**src/rtl/sors_pkg.sv**
```systemverilog
// Package: constants for the software option and ramp selector
package sors_pkg;
	localparam int          RAMP_W        = 16;
	localparam int          ENTRIES       = 8;
	localparam logic [2:0]  SEL_RESET     = 3'h0;
	localparam logic [2:0]  GRPA_NONE     = 3'h1;
	localparam logic [2:0]  GRPA_PRESET_SPEED_REQUEST     = 3'h2;
	localparam logic [2:0]  GRPA_PATTERN  = 3'h3;
	localparam logic [2:0]  GRPA_TRAVERSE = 3'h4;
	localparam logic [1:0]  GRPB_NONE     = 2'h1;
	localparam logic [1:0]  GRPB_FEEDBACK = 2'h2;
	localparam logic [1:0]  GRPB_PUMP     = 2'h3;
	localparam logic [1:0]  MODE_BINARY   = 2'h1;
	localparam logic [1:0]  MODE_DIRECT   = 2'h2;
endpackage

```
**src/rtl/sors_selector.sv**
```systemverilog
// Module: option decode, program ramp selection and feedback loop gating
`timescale 1ns/1ps
`default_nettype none
module sors_selector #(
	parameter int RAMP_W = sors_pkg::RAMP_W
)(
	input  wire logic                  clk,
	input  wire logic                  nrst,
	input  wire logic [2:0]            function_group_a_choice,
	input  wire logic [1:0]            function_group_b_choice,
	input  wire logic [1:0]            selection_mode_setting,
	input  wire logic [8*RAMP_W-1:0]   accel_ramp_table,
	input  wire logic [8*RAMP_W-1:0]   decel_ramp_table,
	input  wire logic [RAMP_W-1:0]     accel_ramp_time_2,
	input  wire logic [RAMP_W-1:0]     decel_ramp_time_2,
	input  wire logic                  preset_speed_request,
	input  wire logic                  pick_bit0,
	input  wire logic                  pick_bit1,
	input  wire logic                  pick_bit2,
	input  wire logic                  pick_bit3,
	input  wire logic                  upper_bank_choice,
	input  wire logic                  alt_ramp_choice,
	input  wire logic                  feedback_loop_on,
	input  wire logic                  forward_run_cmd,
	input  wire logic                  reverse_run_cmd,
	input  wire logic                  local_mode,
	output logic                       preset_speed_request_ramp_active,
	output logic                       pattern_run_active,
	output logic                       traverse_run_active,
	output logic                       feedback_func_active,
	output logic                       multipump_active,
	output logic                       preset_speed_active,
	output logic [2:0]                 ramp_entry,
	output logic                       alt_ramp_used,
	output logic [RAMP_W-1:0]          accel_time,
	output logic [RAMP_W-1:0]          decel_time,
	output logic                       feedback_loop_run
);
	// Two-stage synchronisers for the pin inputs; stage one is read only by stage two
	localparam int NSYNC = 11;
	logic [NSYNC-1:0] pins;
	logic [NSYNC-1:0] s1_q;
	logic [NSYNC-1:0] s2_q;
	assign pins = {local_mode, reverse_run_cmd, forward_run_cmd, feedback_loop_on, alt_ramp_choice,
		upper_bank_choice, pick_bit3, pick_bit2, pick_bit1, pick_bit0, preset_speed_request};

	always_ff @(posedge clk or negedge nrst)
	begin
		if (!nrst)
		begin
			s1_q <= '0;
			s2_q <= '0;
		end
		else
		begin
			s1_q <= pins;
			s2_q <= s1_q;
		end
	end

	wire        req_s   = s2_q[0];
	wire [3:0]  pick_s  = s2_q[4:1];
	wire        bank_s  = s2_q[5];
	wire        alt_s   = s2_q[6];
	wire        fbon_s  = s2_q[7];
	wire        fwd_s   = s2_q[8];
	wire        rev_s   = s2_q[9];
	wire        local_s = s2_q[10];

	// Option decode
	wire preset_speed_request_w    = (function_group_a_choice == sors_pkg::GRPA_PRESET_SPEED_REQUEST);
	wire pattern_w = (function_group_a_choice == sors_pkg::GRPA_PATTERN);
	wire travers_w = (function_group_a_choice == sors_pkg::GRPA_TRAVERSE);
	wire fbfunc_w  = (function_group_b_choice == sors_pkg::GRPB_FEEDBACK);
	wire pump_w    = (function_group_b_choice == sors_pkg::GRPB_PUMP);

	// Entry selection; a multi-hot direct pattern is not documented, lowest bit wins
	logic       dir_hit;
	logic [1:0] dir_idx;
	always_comb
	begin
		dir_hit = 1'b1;
		dir_idx = 2'h0;
		if (pick_s[0])
			dir_idx = 2'h0;
		else if (pick_s[1])
			dir_idx = 2'h1;
		else if (pick_s[2])
			dir_idx = 2'h2;
		else if (pick_s[3])
			dir_idx = 2'h3;
		else
			dir_hit = 1'b0;
	end

	logic [2:0] sel_q;
	logic [2:0] sel_d;
	wire  [2:0] bin_idx = pick_s[2:0];
	wire  [2:0] dir_full = {bank_s, dir_idx};
	// Selection ignores the preset speed request, so the request never freezes the ramp entry
	assign sel_d = (selection_mode_setting == sors_pkg::MODE_BINARY) ? bin_idx :
		((selection_mode_setting == sors_pkg::MODE_DIRECT) && dir_hit) ? dir_full : sel_q;

	// Table unpacking, one entry per generate step
	logic [RAMP_W-1:0] acc_e [sors_pkg::ENTRIES];
	logic [RAMP_W-1:0] dec_e [sors_pkg::ENTRIES];
	genvar gi;
	generate
		for (gi = 0; gi < sors_pkg::ENTRIES; gi++)
		begin : g_ent
			assign acc_e[gi] = accel_ramp_table[gi*RAMP_W +: RAMP_W];
			assign dec_e[gi] = decel_ramp_table[gi*RAMP_W +: RAMP_W];
		end
	endgenerate

	// Alternate pair wins over the table even in program ramp mode
	wire               use_alt   = alt_s;
	wire [RAMP_W-1:0]  acc_d     = use_alt ? accel_ramp_time_2 : acc_e[sel_d];
	wire [RAMP_W-1:0]  dec_d     = use_alt ? decel_ramp_time_2 : dec_e[sel_d];
	wire               fb_run_d  = fbfunc_w && fbon_s && (fwd_s || rev_s) && !local_s;

	always_ff @(posedge clk or negedge nrst)
	begin
		if (!nrst)
		begin
			sel_q                <= sors_pkg::SEL_RESET;
			accel_time           <= '0;
			decel_time           <= '0;
			alt_ramp_used        <= 1'b0;
			preset_speed_request_ramp_active     <= 1'b0;
			pattern_run_active   <= 1'b0;
			traverse_run_active  <= 1'b0;
			feedback_func_active <= 1'b0;
			multipump_active     <= 1'b0;
			preset_speed_active  <= 1'b0;
			feedback_loop_run    <= 1'b0;
		end
		else
		begin
			sel_q                <= sel_d;
			accel_time           <= acc_d;
			decel_time           <= dec_d;
			alt_ramp_used        <= use_alt;
			preset_speed_request_ramp_active     <= preset_speed_request_w;
			pattern_run_active   <= pattern_w;
			traverse_run_active  <= travers_w;
			feedback_func_active <= fbfunc_w;
			multipump_active     <= pump_w;
			preset_speed_active  <= preset_speed_request_w && req_s;
			feedback_loop_run    <= fb_run_d;
		end
	end

	assign ramp_entry = sel_q;
endmodule
`default_nettype wire

```
**config.mk**
```make
export PLATFORM = sky130hd
export DESIGN_NAME = sors_selector
export DESIGN_NICKNAME = d
export VERILOG_FILES = /design/src/rtl/sors_pkg.sv /design/src/rtl/sors_selector.sv
export SDC_FILE = /design/constraint.sdc
export NUM_CORES = 1
export LEC_CHECK = 0
export ABC_AREA = 1
export BUFFER_PORTS_ARGS = -buffer_cell sky130_fd_sc_hd__buf_2
export CAP_MARGIN = 20
export CORE_AREA = 2 2 135 137
export DETAILED_ROUTE_END_ITERATION = 10
export DIE_AREA = 0 0 137 139
export PLACE_DENSITY = 0.67
export SLEW_MARGIN = 5
export SYNTH_ARGS = -nofsm -noshare
export SYNTH_HDL_FRONTEND = slang
export SYNTH_SLANG_ARGS = --single-unit
```
**constraint.sdc**
```tcl
create_clock -name clk -period 2 [get_ports clk]
set_input_delay 0.3 -clock clk [delete_from_list [all_inputs] [get_ports clk]]
set_output_delay 0.3 -clock clk [all_outputs]
set_load 0.005 [all_outputs]
```
# Yosys cells after proc, flatten, opt, wreduce, memory -nomap -nowiden
# Index checks and enable logic that the tools add are counted.
# totals
reg_bits	65
latch_bits	0
ram_bits	0
mem_bits_ro	0
output_inout_bits	43
word_cells	47
n_memories	0
# op_classes
add_sub_neg	0
n_mul	0
n_div	0
magnitude_cmp	1
eq_ne	7
shift	0
muxes	18
n_bitwise	1
n_reduce_logical	7
# ops
cell	n
16-bit binary-select mux with 3-bit select	2
16-bit 2-to-1 mux	6
2-bit 2-to-1 mux	4
2-bit equality test (second input constant)	3
3-bit by 2-bit equality test with 1-bit output (second input constant)	2
3-bit 2-to-1 mux	2
1-bit logical AND	5
4-bit >= comparator (second input constant)	1
1-bit 2-to-1 mux	4
3-bit NOT with 4-bit output	1
3-bit equality test (second input constant)	1
2-bit by 1-bit equality test with 1-bit output (second input constant)	1
1-bit zero test	1
1-bit logical OR	1

# Longest topological paths before layout
# logic_depth
word_depth	12
mapped_depth	14

# Worst setup path after synthesis
# OpenSTA, ideal clock, no wires.
# synth_path
path_kind	reg-to-reg
startpoint	register s2_q[3]
endpoint	register accel_time[10]
arrival_ns	1.454
required_ns	1.882
setup_slack_ns	0.428
stages_incl_launch_ff	14
n_path_buf	1
cell_sequence	dfrtp_1 inv_2 nand2_1 nand2_1 nand2_1 nand2_1 nand3_2 nand2_2 clkbuf_1 nand2_1 nand3_1 nand3_1 nand3_1 nand2_1
# synth_between
elab_chain_len	11
elab_cells_between_ends	14
# synth_lines
element	line_no	source
from (decl)	sors_selector.sv:43	logic [NSYNC-1:0] s2_q;
from (signal assigned)	sors_selector.sv:57	s2_q <= s1_q;
1-bit 2-to-1 mux	sors_selector.sv:88	else if (pick_s[2])
1-bit 2-to-1 mux	sors_selector.sv:86	else if (pick_s[1])
1-bit 2-to-1 mux	sors_selector.sv:84	if (pick_s[0])
1-bit logical AND	sors_selector.sv:102	((selection_mode_setting == sors_pkg::MODE_DIRECT) && dir_hit) ? dir_full : sel_q;
3-bit 2-to-1 mux	sors_selector.sv:102	
3-bit 2-to-1 mux *	sors_selector.sv:101	assign sel_d = (selection_mode_setting == sors_pkg::MODE_BINARY) ? bin_idx :
3-bit NOT with 4-bit output (implied by the code) *	sors_selector.sv:118	wire [RAMP_W-1:0] acc_d = use_alt ? accel_ramp_time_2 : acc_e[sel_d];
16-bit binary-select mux with 3-bit select *	sors_selector.sv:118	
16-bit 2-to-1 mux (implied by the code) * (2 in a row)	sors_selector.sv:118	
16-bit 2-to-1 mux *	sors_selector.sv:118	
via acc_d[10]	sors_selector.sv:118	
to (signal assigned)	sors_selector.sv:127	accel_time <= '0;
to (signal assigned)	sors_selector.sv:141	accel_time <= acc_d;
to (decl)	sors_selector.sv:35	output logic [RAMP_W-1:0] accel_time,
# The timed path passes the listed nets; every way through them passes the cells marked *. The select of a mux whose other input is x is not followed.

# Final worst setup path
# layout_path
startpoint	register s2_q[1]
endpoint	register accel_time[3]
# layout_between
elab_chain_len	9
elab_cells_between_ends	10
# layout_lines
element	line_no
1-bit 2-to-1 mux	sors_selector.sv:84
1-bit logical AND	sors_selector.sv:102
3-bit 2-to-1 mux	sors_selector.sv:102
3-bit 2-to-1 mux *	sors_selector.sv:101
3-bit NOT with 4-bit output (implied by the code) *	sors_selector.sv:118
16-bit binary-select mux with 3-bit select *	sors_selector.sv:118
16-bit 2-to-1 mux (implied by the code) * (2 in a row)	sors_selector.sv:118
16-bit 2-to-1 mux *	sors_selector.sv:118
via acc_d[3]	sors_selector.sv:118
# Marks and branches as above.

==> impl_metrics.json <==
{
  "status": "complete, no violations",
  "io_pins": 351,
  "syn-mean-instance-area_sq_um": 5.96,
  "pre_cts_ws_ns": 0.00273,
  "worst_pin_slew_ns": 0.490,
  "design_area_sq_um": 8350,
  "critPathKind": "flop to flop",
  "crit_path_start": "s2_q[1]$_DFF_PN0_",
  "ant_nets": 0,
  "yosysSeqAreaShare": 0.288,
  "hpwl_mm": 16.5,
  "routed_wl_mm": 24.8,
  "crit_path_max_incr_delay_ns": 0.40,
  "clk_latency_ns": 0.34,
  "hold_viol": 0,
  "power.leakage_nw": 5.23,
  "grt.total_usage": 0.226,
  "cts_max_level": 3,
  "grt-ovfl-total": 0,
  "drc": 0,
  "die_h_um": 139,
  "power.density_nw_per_um2": 665,
  "max-slew-margin-rel": 0.673,
  "timing.final.ws_setup_ns": 0.0621,
  "syn_nets": 1255,
  "start_util": 0.320,
  "portBuffers": 350,
  "synth-seq-cells": 65,
  "fillers": 1870,
  "dr.pass1.iters": 7,
  "r2r_end": "accel_time[3]$_DFF_PN0_",
  "start_kind": "flop",
  "cp_top_family": "simple AND/OR/NAND/NOR gates",
  "drv_slew": 0,
  "min-delay-start": "upper_bank_choice",
  "grt_pass1_vias": 6957,
  "clk_path_buf_depth": 2,
  "coreArea_sq_um": 17700,
  "place_area_sq_um": 7630,
  "critPathSlowestCell": "dfrtp_1",
  "vias": 7451,
  "clk_pin_slew_ns": 0.07,
  "synth_warnings": 0,
  "ir_worst_vdd_v": 0.000390,
  "power.total_w": 0.00556,
  "ys_types": 21,
  "drive_gt1_frac": 0.327,
  "drv_cap": 0,
  "cts_root_buf": "clkbuf_16",
  "layout.nets": 1591,
  "endpoint": "accel_time[3]$_DFF_PN0_",
  "cp_common_cell": "nand3_1",
  "cts_tree": "done",
  "ff2ff_path_depth": 13,
  "die_area_sq_um": 19000,
  "grt_max_degree": 74,
  "gp_congestion": 0.920,
  "hold_class": "primary input to flop",
  "area_delta_synth_final_pct": 47.9,
  "fp.dieW_um": 137,
  "fin_crit_ns": 1.94,
  "crit_chain": "inv_2 -> nand2_1 -> nand2_1 -> nand3_1 -> nand3_4 -> buf_12 -> buf_12 -> buf_6 -> nand3b_1 -> nand3_1 -> nand3_1 -> nand3_1 -> nand2_1",
  "drtIter0Drc": 718,
  "regToRegStartpoint": "s2_q[1]$_DFF_PN0_",
  "crit_buf_inv": 4,
  "fp-row-count": 49,
  "wl_per_cell_um": 16.4,
  "finClkSkew_ns": 0.0111,
  "antenna_found_initial": 0,
  "regArea_sq_um": 1630,
  "numCtsBuffers": 9,
  "antenna_cells": 0,
  "cp.arrival_ns": 2.15,
  "setup_viol_count_final": 0,
  "cts.sinks": 65,
  "critPathMaxFanout": 18,
  "tns_ns": 0,
  "syn_inst": 947,
  "worstPathRequired_ns": 2.21,
  "max_freq_mhz": 516,
  "synthesis.area_sq_um": 5650,
  "crit_cells": 13,
  "period_share": 0.969,
  "multi_input_area_sq_um": 2820,
  "fin_util": 0.473,
  "regToRegSetupSlack_ns": 0.06,
  "vias_per_cell": 4.91,
  "grt_pass1_wl_mm": 34.1,
  "end_kind": "flop"
}
[registers in the layout, summed over array words and instances, names as in the netlist]
register	count
multipump_active	1
accel_time	16
preset_speed_request_ramp_active	1
s2_q	11
ramp_entry	3
feedback_loop_run	1
s1_q	11
pattern_run_active	1
traverse_run_active	1
preset_speed_active	1
feedback_func_active	1
alt_ramp_used	1
decel_time	16
[cell families (layout without fill, tap and decap cells)]
kind of cell,count (synthesis),after routing,share of synthesized area
and+or+nand+nor,571,573,0.475
DFF,65,65,0.288
AOI/OAI and AO/OA,4,4,0.00488
buffers and inverters,307,646,0.232
[through the flow]
step | hold WS [ns] | instances
finish | 0.0614 | 1517
global route | 0.0492 | 1517
CTS | 0.0448 | 1496
detailed placement | 0.298 | 1479
global placement | 0.293 | 1479
floorplan | 0.00441 | 947
[power breakdown]
| group | total [W] | internal [W] | switching [W] |
|---|---|---|---|
| combinational | 0.00241 | 0.00106 | 0.00135 |
| sequential | 0.00150 | 0.00145 | 0.0000486 |
| clock | 0.00164 | 0.000976 | 0.000664 |
| total | 0.00556 | 0.00349 | 0.00207 |
[worst min-delay path by stage]
| stage | end | slack (ns) | cells past startpoint |
|---|---|---|---|
| finish | s1_q[5]$_DFF_PN0_ | 0.06 | 1 |
| global route | s1_q[5]$_DFF_PN0_ | 0.05 | 1 |
| CTS | s1_q[5]$_DFF_PN0_ | 0.04 | 1 |
| detailed placement | s1_q[10]$_DFF_PN0_ | 0.30 | 1 |
| global placement | s1_q[9]$_DFF_PN0_ | 0.29 | 1 |
| floorplan | accel_time[0]$_DFF_PN0_ | 0.004 | 0 |
[worst register-to-register path: stages, from the launching register on]
cell	delay, ns
dfrtp_1	0.40
inv_2	0.09
nand2_1	0.05
nand2_1	0.11
nand3_1	0.13
nand3_4	0.12
buf_12	0.16
buf_12	0.12
buf_6	0.21
nand3b_1	0.11
nand3_1	0.10
nand3_1	0.07
nand3_1	0.07
nand2_1	0.09
[what timing repair did]
item                                    4_1_cts  5_1_grt
endpoints found under the hold margin        33        0
gates resized for setup                       0       11
endpoints found under the setup margin        0       31
buffers inserted                              0        7
hold buffers                                  1        0
[layout make-up]
cell class / count / share of cell area
inverters: 238 / 0.107
repair buffers: 392 / 0.290
well taps: 229 / 0.0343
flip-flops and latches: 65 / 0.195
clock inverters: 7 / 0.00929
clock buffers: 9 / 0.0270
multi-input cells: 577 / 0.337
[metal layers]
metal  track usage  share of wire  wire length, um  up-vias
met4        0.0950          0.030              751        0
met3        0.0376          0.095             2350       64
met1         0.294           0.41            10200     3343
li1              -              -                -     3590
met2         0.367           0.46            11500      454
met5             0              0                0        -
[synth_stat cells, drive strengths merged]
| cell type | count | share of area |
|---|---|---|
| nand3 | 323 | 0.29 |
| inv | 238 | 0.16 |
| nand2 | 207 | 0.14 |
| dfrtp | 65 | 0.29 |
| buf | 51 | 0.062 |
| nand3b | 32 | 0.043 |
| clkbuf | 18 | 0.012 |
| nor2 | 6 | 0.0044 |
| nor3 | 2 | 0.0018 |
| a21oi | 1 | 0.00089 |
| a31oi | 1 | 0.0011 |
| and2 | 1 | 0.0011 |
| o211ai | 1 | 0.0013 |
| o21ai | 1 | 0.0016 |
[cell usage in the layout (no fill, tap or decap), types with 2 or more instances in the layout]
cell type	n
clkbuf_16	17
buf_16	2
buf_2	349
buf_12	12
nand2_2	2
nand2_1	204
nand2_8	3
nand3b_1	32
nor3_1	2
inv_6	2
dfrtp_1	65
nand3_1	320
nand3_4	2
buf_4	15
buf_6	4
nor2_1	5
inv_2	3
inv_1	235
clkinv_4	2
Note: power is estimated with default switching activity, not from simulation.
